File: config.mk
export PLATFORM = sky130hd
export DESIGN_NAME = pulse_train_position_reference
export DESIGN_NICKNAME = d
export VERILOG_FILES = /design/src/pulse_ref_pkg.sv /design/src/pulse_train_position_reference.sv
export VERILOG_INCLUDE_DIRS = /design/src /design/src/src
export SDC_FILE = /design/constraint.sdc
export NUM_CORES = 1
export LEC_CHECK = 0
export ABC_AREA = 0
export BUFFER_PORTS_ARGS = -buffer_cell sky130_fd_sc_hd__buf_2
export CORE_MARGIN = 1
export CORE_UTILIZATION = 59
export DETAILED_ROUTE_END_ITERATION = 10
export GPL_ROUTABILITY_DRIVEN = 0
export PLACE_DENSITY = 0.89
export SYNTH_ARGS = -nofsm -noshare
export SYNTH_HDL_FRONTEND = slang
export SYNTH_SLANG_ARGS = --single-unit
export TNS_END_PERCENT = 1
File: constraint.sdc
create_clock -name clk -period 102.3 [get_ports clk]
set_input_delay 0 -clock clk [delete_from_list [all_inputs] [get_ports clk]]
set_output_delay 0 -clock clk [all_outputs]
set_load 0.01 [all_outputs]
File: src/pulse_ref_params.svh
`ifndef PULSE_REF_PARAMS_SVH
`define PULSE_REF_PARAMS_SVH
// ==========================================================================
// Register byte offsets
`define OFS_MODE      8'h00
`define OFS_PULSECFG  8'h04
`define OFS_GEARNUM   8'h08
`define OFS_GEARDEN   8'h0C
`define OFS_INDIST    8'h10
`define OFS_ERROR     8'h14
`define OFS_STATUS    8'h18
// ==========================================================================
// Field positions and codes
`define MODE_POS_TRAIN     12'h001
`define MODE_RELOAD_BIT    16
`define CFG_ACT_LSB        0
`define CFG_FORM_LSB       4
`define CFG_INV_LSB        8
`define DIST_SEL_W         3
// ==========================================================================
// Reset values
`define MODE_RESET     12'h000
`define CFG_RESET      12'h000
`define GEAR_RESET     16'h0001
`define DIST_RESET     3'h0
// ==========================================================================
// Encoder lines per revolution, counted at four times
`define ENC_LINES_INC  2500
`define ENC_LINES_BUS  32768
`define ENC_MULT       4
// ==========================================================================
// Host-side timing figures
`define SERVO_ON_WAIT_MS  40
`define CLEAR_HOLD_US     200
`define CLK_MHZ           250
`define CLEAR_HOLD_CYC    (`CLEAR_HOLD_US * `CLK_MHZ)
`endif

File: src/pulse_ref_pkg.sv
package pulse_ref_pkg;
  // ========================================================================
  // Reference pulse forms
  typedef enum logic [2:0] {
    FORM_SIGN_PULSE,
    FORM_CW_CCW,
    FORM_QUAD_X1,
    FORM_QUAD_X2,
    FORM_QUAD_X4
  } pulse_form_t;

  // ========================================================================
  // Offset counter clear actions
  typedef enum logic [1:0] {
    ACT_CLR_SERVO_OFF,
    ACT_RETAIN,
    ACT_RETAIN_ZCLAMP
  } clear_act_t;
endpackage

File: src/pulse_train_position_reference.sv
`timescale 1ns/100ps
`default_nettype none
`include "pulse_ref_params.svh"
module pulse_train_position_reference #(
  parameter int ERR_W  = 32,
  parameter int TERM_N = 8
) (
  // Clock and reset
  input  wire logic               clk,
  input  wire logic               rst_b,
  // APB slave
  input  wire logic               psel,
  input  wire logic               penable,
  input  wire logic               pwrite,
  input  wire logic [7:0]         paddr,
  input  wire logic [31:0]        pwdata,
  output logic      [31:0]        prdata,
  output logic                    pready,
  output logic                    pslverr,
  // Reference pins from host
  input  wire logic               refPulseInP,
  input  wire logic               refPulseInN,
  input  wire logic               refSignInP,
  input  wire logic               refSignInN,
  // Encoder and drive state pins
  input  wire logic               encA,
  input  wire logic               encB,
  input  wire logic               servoOn,
  input  wire logic               overtravel,
  input  wire logic               zeroClamp,
  input  wire logic [TERM_N-1:0]  inTerm_n,
  // Position loop outputs
  output logic signed [ERR_W-1:0] posError,
  output logic                    posLoopEnable
);
  import pulse_ref_pkg::*;

  localparam int NPIN = 9 + TERM_N;
  localparam logic [NPIN-1:0] PIN_RST = {{TERM_N{1'b1}}, 9'h000};

  // ========================================================================
  // Pin synchronisers and agreement filter
  wire logic [NPIN-1:0] pinRaw = {inTerm_n, zeroClamp, overtravel, servoOn, encB, encA,
                                  refSignInN, refSignInP, refPulseInN, refPulseInP};
  logic [NPIN-1:0] s1Reg;
  logic [NPIN-1:0] s2Reg;
  logic [NPIN-1:0] s3Reg;
  logic [NPIN-1:0] pinReg;
  for (genvar g = 0; g < NPIN; g++)
  begin : gSync
    // Value counts once second and third stage agree
    always_ff @(posedge clk or negedge rst_b)
    begin
      if (!rst_b)
      begin
        s1Reg[g]  <= PIN_RST[g];
        s2Reg[g]  <= PIN_RST[g];
        s3Reg[g]  <= PIN_RST[g];
        pinReg[g] <= PIN_RST[g];
      end
      else
      begin
        s1Reg[g] <= pinRaw[g];
        s2Reg[g] <= s1Reg[g];
        s3Reg[g] <= s2Reg[g];
        if (s2Reg[g] == s3Reg[g])
          pinReg[g] <= s3Reg[g];
      end
    end
  end

  // ========================================================================
  // Register file
  logic [11:0] modeReg;
  logic [11:0] cfgReg;
  logic [15:0] numShadowReg;
  logic [15:0] denShadowReg;
  logic [15:0] numActReg;
  logic [15:0] denActReg;
  logic [`DIST_SEL_W-1:0] distReg;
  wire logic setupPh  = psel & ~penable;
  wire logic wrAcc    = psel & penable & pwrite;
  wire logic selMode  = (paddr == `OFS_MODE);
  wire logic selCfg   = (paddr == `OFS_PULSECFG);
  wire logic selNum   = (paddr == `OFS_GEARNUM);
  wire logic selDen   = (paddr == `OFS_GEARDEN);
  wire logic selDist  = (paddr == `OFS_INDIST);
  wire logic selErr   = (paddr == `OFS_ERROR);
  wire logic selStat  = (paddr == `OFS_STATUS);
  wire logic mapped   = selMode | selCfg | selNum | selDen | selDist | selErr | selStat;
  wire logic reload   = wrAcc & selMode & pwdata[`MODE_RELOAD_BIT];
  wire logic wrNumOk  = wrAcc & selNum & (pwdata[15:0] != 16'h0000);
  wire logic wrDenOk  = wrAcc & selDen & (pwdata[15:0] != 16'h0000);
  assign pready  = 1'b1;
  assign pslverr = psel & penable & ~mapped;

  // Software-written registers
  always_ff @(posedge clk or negedge rst_b)
  begin
    if (!rst_b)
    begin
      modeReg      <= `MODE_RESET;
      cfgReg       <= `CFG_RESET;
      numShadowReg <= `GEAR_RESET;
      denShadowReg <= `GEAR_RESET;
      distReg      <= `DIST_RESET;
    end
    else
    begin
      if (wrAcc & selMode)
        modeReg <= pwdata[11:0];
      if (wrAcc & selCfg)
        cfgReg <= pwdata[11:0];
      if (wrNumOk)
        numShadowReg <= pwdata[15:0];
      if (wrDenOk)
        denShadowReg <= pwdata[15:0];
      if (wrAcc & selDist)
        distReg <= pwdata[`DIST_SEL_W-1:0];
    end
  end

  always_ff @(posedge clk or negedge rst_b)
  begin
    if (!rst_b)
    begin
      numActReg <= `GEAR_RESET;
      denActReg <= `GEAR_RESET;
    end
    else if (reload)
    begin
      numActReg <= numShadowReg;
      denActReg <= denShadowReg;
    end
  end

  // ========================================================================
  // Decoded configuration and drive conditions
  wire logic [3:0] actDig  = cfgReg[`CFG_ACT_LSB +: 4];
  wire logic [3:0] formDig = cfgReg[`CFG_FORM_LSB +: 4];
  wire logic [3:0] invDig  = cfgReg[`CFG_INV_LSB +: 4];
  pulse_form_t form;
  clear_act_t  clrAct;
  // Unused digit codes fall back to code 0
  assign form   = (formDig <= 4'h4) ? pulse_form_t'(formDig[2:0]) : FORM_SIGN_PULSE;
  assign clrAct = (actDig <= 4'h2) ? clear_act_t'(actDig[1:0]) : ACT_CLR_SERVO_OFF;
  wire logic modeOk = (modeReg == `MODE_POS_TRAIN);
  wire logic [TERM_N-1:0] termLvl_n = pinReg[NPIN-1:9];
  wire logic clearIn   = ~termLvl_n[distReg];
  wire logic servoLvl  = pinReg[6];
  wire logic otLvl     = pinReg[7];
  wire logic zcLvl     = pinReg[8];
  // servo off clears under action 0
  wire logic clrServo  = (clrAct == ACT_CLR_SERVO_OFF) & ~servoLvl;
  // retain under action 1; zero clamp clears under action 2 with servo off or overtravel
  wire logic clrZc     = (clrAct == ACT_RETAIN_ZCLAMP) & zcLvl & (~servoLvl | otLvl);
  wire logic zeroing   = ~modeOk | clearIn | clrServo | clrZc;

  // ========================================================================
  // Input levels and inversion
  wire logic pulseLvl = pinReg[0] & ~pinReg[1];
  wire logic signLvl  = pinReg[2] & ~pinReg[3];
  // digits 0, 2, 3 invert pulse
  wire logic invPulse = (invDig != 4'h1);
  wire logic pulseIn  = pulseLvl ^ invPulse;
  wire logic signIn   = signLvl ^ ~invPulse;

  // Previous levels for edge detection, {encB, encA, sign, pulse}
  logic [3:0] prevReg;
  always_ff @(posedge clk or negedge rst_b)
  begin
    if (!rst_b)
      prevReg <= 4'h0;
    else
      prevReg <= {pinReg[5], pinReg[4], signIn, pulseIn};
  end
  // Four-edge quadrature step, {up, down}
  function automatic logic [1:0] quad4(input logic aN, input logic bN,
                                       input logic aP, input logic bP);
    logic one;
    one = (aN ^ aP) ^ (bN ^ bP);
    quad4 = {one & (aN ^ bP), one & (aP ^ bN)};
  endfunction

  // ========================================================================
  // Reference decoding
  wire logic       pulseRise = pulseIn & ~prevReg[0];
  wire logic       signRise  = signIn & ~prevReg[1];
  wire logic       aEdge     = pulseIn ^ prevReg[0];
  wire logic       bEdge     = signIn ^ prevReg[1];
  wire logic [1:0] refQ4     = quad4(pulseIn, signIn, prevReg[0], prevReg[1]);
  // sign level or own line sets direction
  wire logic spUp = pulseRise & ~signIn;
  wire logic spDn = pulseRise & signIn;
  wire logic cwUp = pulseRise & ~signRise;
  wire logic cwDn = signRise & ~pulseRise;
  // x1 A rises, x2 A edges
  wire logic x1Up = pulseRise & ~bEdge & ~signIn;
  wire logic x1Dn = pulseRise & ~bEdge & signIn;
  wire logic x2Up = aEdge & ~bEdge & (pulseIn ^ signIn);
  wire logic x2Dn = aEdge & ~bEdge & ~(pulseIn ^ signIn);
  wire logic refUp = (form == FORM_SIGN_PULSE) ? spUp : (form == FORM_CW_CCW) ? cwUp :
                     (form == FORM_QUAD_X1) ? x1Up : (form == FORM_QUAD_X2) ? x2Up : refQ4[1];
  wire logic refDn = (form == FORM_SIGN_PULSE) ? spDn : (form == FORM_CW_CCW) ? cwDn :
                     (form == FORM_QUAD_X1) ? x1Dn : (form == FORM_QUAD_X2) ? x2Dn : refQ4[0];

  wire logic [1:0] fbQ4 = quad4(pinReg[4], pinReg[5], prevReg[2], prevReg[3]);
  // ========================================================================
  // Electronic gear and offset counter
  logic signed [17:0] remReg;
  logic signed [ERR_W-1:0] errReg;
  wire logic signed [17:0] numS = $signed({2'b00, numActReg});
  wire logic signed [17:0] denS = $signed({2'b00, denActReg});
  wire logic signed [17:0] gearSum = refUp ? (remReg + numS) : (remReg - numS);
  wire logic signed [17:0] gearQuo = gearSum / denS;
  wire logic signed [17:0] gearRem = gearSum % denS;
  wire logic refStep = refUp | refDn;
  wire logic signed [ERR_W-1:0] refAdd = refStep ? ERR_W'(gearQuo) : '0;
  wire logic signed [ERR_W-1:0] fbSub  = fbQ4[1] ? ERR_W'(1) : (fbQ4[0] ? -ERR_W'(1) : '0);
  wire logic signed [ERR_W-1:0] err_next = errReg + refAdd - fbSub;

  always_ff @(posedge clk or negedge rst_b)
  begin
    if (!rst_b)
    begin
      errReg <= '0;
      remReg <= '0;
    end
    else if (zeroing)
    begin
      errReg <= '0;
      remReg <= '0;
    end
    else
    begin
      errReg <= err_next;
      if (refStep)
        remReg <= gearRem;
    end
  end
  assign posError = errReg;
  assign posLoopEnable = modeOk & servoLvl & ~clearIn & ~zeroing;

  // ========================================================================
  // Read data, registered in the setup phase
  wire logic [31:0] statWord = {28'h0000000, zeroing, clearIn, modeOk, posLoopEnable};
  wire logic [31:0] rdMux =
    selMode ? {20'h00000, modeReg} :
    selCfg  ? {20'h00000, cfgReg} :
    selNum  ? {16'h0000, numShadowReg} :
    selDen  ? {16'h0000, denShadowReg} :
    selDist ? {29'h0, distReg} :
    selErr  ? 32'(errReg) :
    selStat ? statWord : 32'h00000000;
  // Capture read word
  always_ff @(posedge clk or negedge rst_b)
  begin
    if (!rst_b)
      prdata <= 32'h00000000;
    else if (setupPh & ~pwrite)
      prdata <= rdMux;
  end
endmodule // pulse_train_position_reference
`default_nettype wire

==> Implementation_results.wiki <==
{| class="wikitable"
! Metric !! Value
|-
| H-tree level count || 1
|-
| Slack of the worst reg-to-reg path || 46550 ps
|-
| Number of violations of the max-capacitance limit || 0
|-
| Antenna violations before repair || 1
|-
| Number of diodes || 0
|-
| Worst slack after detailed placement || 48530 ps
|-
| Antenna Nets Post-Route || 0
|-
| Synth unique cells || 105
|-
| Maximum frequency from static timing analysis || 17.94 MHz
|-
| Post-layout worst setup margin || 46550 ps
|-
| Kind of start point of the critical path || flip-flop
|-
| RSZ-0062 raised after global routing || false
|-
| Maximum number of pins on one net before global-route repair || 103
|-
| Highest fanout seen on the critical path || 34
|-
| Portion of the clock cycle consumed by the worst path in the final layout || 54.49%
|-
| Share of post-route cells with drive strength above 1 || 14.07%
|-
| Total Routing Usage GR || 35.06%
|-
| Clock Skews || 28.07 ps
|-
| EDFF count, synth || 0
|-
| Cell area after synthesis || 23360 sq um
|-
| End of the critical path || posError[31]
|-
| Final Max Tran Viols || 0
|-
| Wire length per cell || 21.14 um
|-
| Most common cell after layout, fill and taps aside || sky130_fd_sc_hd__nand2_1
|-
| Path type of the worst min-delay path || in2reg
|-
| Register bit total from synthesis || 245
|-
| Buffers and inverters on the worst path || 13
|-
| Clock edge transition at the registers on the reported setup and hold paths || 70 ps
|-
| Post-layout min period || 55750 ps
|-
| Post-synthesis net count || 3090
|-
| Clock tree from TritonCTS || yes
|-
| Grt total ovfl || 0
|-
| Top delay family on crit path || compound AO/OA/AOI/OAI gates
|-
| Clock buffer count from CTS || 23
|-
| CTS sink cnt || 245
|-
| Global-route wire length before repair || 115.8 mm
|-
| 1st-iter DRT viols || 2425
|-
| Fin nets || 3197
|-
| Area of the core || 38830 sq um
|-
| Remaining design rule violation count || 0
|-
| Proportion of register bits with asynchronous set or reset after synthesis || 100.0%
|-
| Crit-path slowest cell || sky130_fd_sc_hd__nand2b_1
|-
| Cell count after synthesis || 2770
|-
| Final sum of negative setup slack || 0 ps
|-
| Via density per instance || 6.750
|-
| Cell repeated most along the worst path || sky130_fd_sc_hd__o21a_1
|-
| Floorplan die width || 201.0 um
|-
| Instance count on the critical path || 211
|-
| Beginning of the worst register-to-register path || cfgReg[11]
|-
| Worst Reg-to-Reg Cells || 211
|-
| Number of post-CTS setup repair buffers || 0
|-
| Crit-path max cell delay || 670 ps
|-
| Total iterations of the first detailed-routing run || 6
|-
| Post-Syn Area per Cell || 8.432 sq um
|-
| Commonest non-fill, non-tap cells in the layout || sky130_fd_sc_hd__nand2_1 (292), sky130_fd_sc_hd__nor2_1 (259), sky130_fd_sc_hd__ha_1 (225)
|-
| Count of final setup violators || 0
|-
| Layout overhead on the synthesized area || 9.466%
|-
| CP endpoint kind || flip-flop
|-
| HPWL after detailed placement || 51.15 mm
|-
| Status || finished, final reports clean
|-
| Site Rows || 72
|-
| Arrival time of the worst setup path || 56140 ps
|-
| Worst-Margin Slew || 1037 ps
|-
| Worst r2r dst || posError[31]
|-
| Boundary pin count || 129
|-
| Fraction of the yosys area taken by sequential cells || 26.44%
|-
| Clk_lat worst skew || 530 ps
|-
| Predominant post-synthesis flop cell || sky130_fd_sc_hd__dfrtp_1
|-
| Max Buffers Root-to-Sink || 3
|-
| Starting density of the core || 60.16%
|-
| Crit Path Category || reg2reg
|-
| Detailed-route wire length || 72.11 mm
|-
| Via count of the first global-routing pass || 22819
|-
| Count of buffers inserted at the top-level ports || 112
|-
| Worst slew margin || 30.44%
|-
| Cell at the root of the clock tree || sky130_fd_sc_hd__clkbuf_16
|-
| Ys Warns || 0
|-
| Hold Startpoint || paddr[2]
|-
| Source of the critical timing path || cfgReg[11]
|-
| Die Height || 201.0 um
|-
| Required time at the endpoint of the critical path || 102690 ps
|-
| Number of vias in the routed layout || 23023
|-
| Number of endpoints with negative hold slack in the final report || 0
|-
| Die outline area || 40390 sq um
|}
flip-flops by register name, summed over array words and instances, names as in the netlist:
register / cells
pinReg: 14
modeReg: 12
denShadowReg: 16
zcLvl: 1
cfgReg: 12
otLvl: 1
s1Reg: 17
posError: 32
servoLvl: 1
prdata: 32
s3Reg: 17
remReg: 18
prevReg: 4
numActReg: 16
denActReg: 16
numShadowReg: 16
s2Reg: 17
distReg: 3
per-layer routing:
metal	track usage [%]	wire length, um
met5	0	0
met4	22.76	5050
met3	6.818	7175
met2	57.67	33340
met1	41.92	26540
through the flow:
step           hold slack, ps  cell area [sq um]  cells  utilization, %
6_report                62.87              25570   3411           65.85
5_1_grt                 64.78              25570   3411           65.85
4_1_cts                 42.27              25570   3411           65.85
3_5_place_dp            82.47              24440   3336           62.94
3_3_place_gp            84.05              24440   3336           62.94
2_1_floorplan          -295.6              23360   2770               -
synthesized netlist by cell type (14+ instances only):
| master | n | area share [%] |
|---|---|---|
| sky130_fd_sc_hd__inv_1 | 207 | 3.3 |
| sky130_fd_sc_hd__mux2_2 | 130 | 6.3 |
| sky130_fd_sc_hd__dfrtp_1 | 209 | 22 |
| sky130_fd_sc_hd__and2_1 | 31 | 0.83 |
| sky130_fd_sc_hd__a31oi_1 | 43 | 1.2 |
| sky130_fd_sc_hd__nand3_1 | 77 | 1.6 |
| sky130_fd_sc_hd__a222oi_1 | 14 | 0.60 |
| sky130_fd_sc_hd__xnor2_1 | 100 | 3.7 |
| sky130_fd_sc_hd__o21ai_0 | 128 | 2.7 |
| sky130_fd_sc_hd__a211o_1 | 20 | 0.75 |
| sky130_fd_sc_hd__nand2b_1 | 27 | 0.72 |
| sky130_fd_sc_hd__clkbuf_1 | 69 | 1.1 |
| sky130_fd_sc_hd__o21a_1 | 82 | 2.6 |
| sky130_fd_sc_hd__or3_1 | 43 | 1.2 |
| sky130_fd_sc_hd__fa_1 | 33 | 2.8 |
| sky130_fd_sc_hd__ha_1 | 225 | 12 |
| sky130_fd_sc_hd__or2_2 | 19 | 0.51 |
| sky130_fd_sc_hd__nor3_1 | 102 | 2.2 |
| sky130_fd_sc_hd__nor2b_1 | 20 | 0.54 |
| sky130_fd_sc_hd__o31ai_1 | 16 | 0.51 |
| sky130_fd_sc_hd__maj3_1 | 17 | 0.73 |
| sky130_fd_sc_hd__a211oi_1 | 26 | 0.84 |
| sky130_fd_sc_hd__nor2_1 | 259 | 4.2 |
| sky130_fd_sc_hd__and3_1 | 23 | 0.62 |
| sky130_fd_sc_hd__mux2i_1 | 34 | 1.5 |
| sky130_fd_sc_hd__a21oi_1 | 127 | 2.7 |
| sky130_fd_sc_hd__a21o_1 | 41 | 1.3 |
| sky130_fd_sc_hd__nand2_1 | 292 | 4.7 |
| sky130_fd_sc_hd__nor4_1 | 20 | 0.54 |
| sky130_fd_sc_hd__dfstp_2 | 36 | 4.0 |
| sky130_fd_sc_hd__o211ai_1 | 22 | 0.71 |
| sky130_fd_sc_hd__xor2_1 | 54 | 2.0 |
worst register-to-register path, delay by kind of cell (launching register included):
| family | cells | cell delay [ps] |
|---|---|---|
| fa+ha+maj | 24 | 7570 |
| compound gates | 120 | 29420 |
| mux | 8 | 3350 |
| buf+inv | 13 | 2440 |
| flops | 1 | 440 |
| simple gates | 43 | 11570 |
| xor+xnor | 3 | 810 |
repair_timing:
action                    4_1_cts  5_1_grt
hold buffers                   34        0
gates resized for setup         0        0
hold endpoints to repair      177        0
cells by family (layout without fill, tap and decap cells):
family,count (synthesis),count (layout),share of synthesized area (%)
AND/OR/NAND/NOR,970,970,19.66
adder cells (fa/ha/maj),275,275,15.61
AO/OA/AOI/OAI,663,663,19.54
XOR/XNOR,155,155,5.871
other,1,1,0.01605
flip-flops,245,245,26.44
buffers and inverters,292,415,4.768
multiplexers,169,169,8.089
how the worst min path moves through the flow:
stage / to / slack [ps] / cells after the start
finish: prdata[9] / 60 / 5
global route: prdata[9] / 60 / 5
CTS: prdata[9] / 40 / 5
detailed placement: prdata[25] / 80 / 1
global placement: prdata[25] / 80 / 1
floorplan: cfgReg[0] / -300 / 0
cell type report:
type                    instances  area, sq um
clock inverters                10        90.09
flip-flops and latches        245         6176
clock buffers                  31        698.2
repair buffers                166         1061
well taps                     518        648.1
fillers                      2847        13260
multi-input cells            2233        16110
inverters                     208        780.7
Power is left out: the tool's default activity adds up to more than one toggle a clock period on the data nets, which glitch-free logic cannot reach.
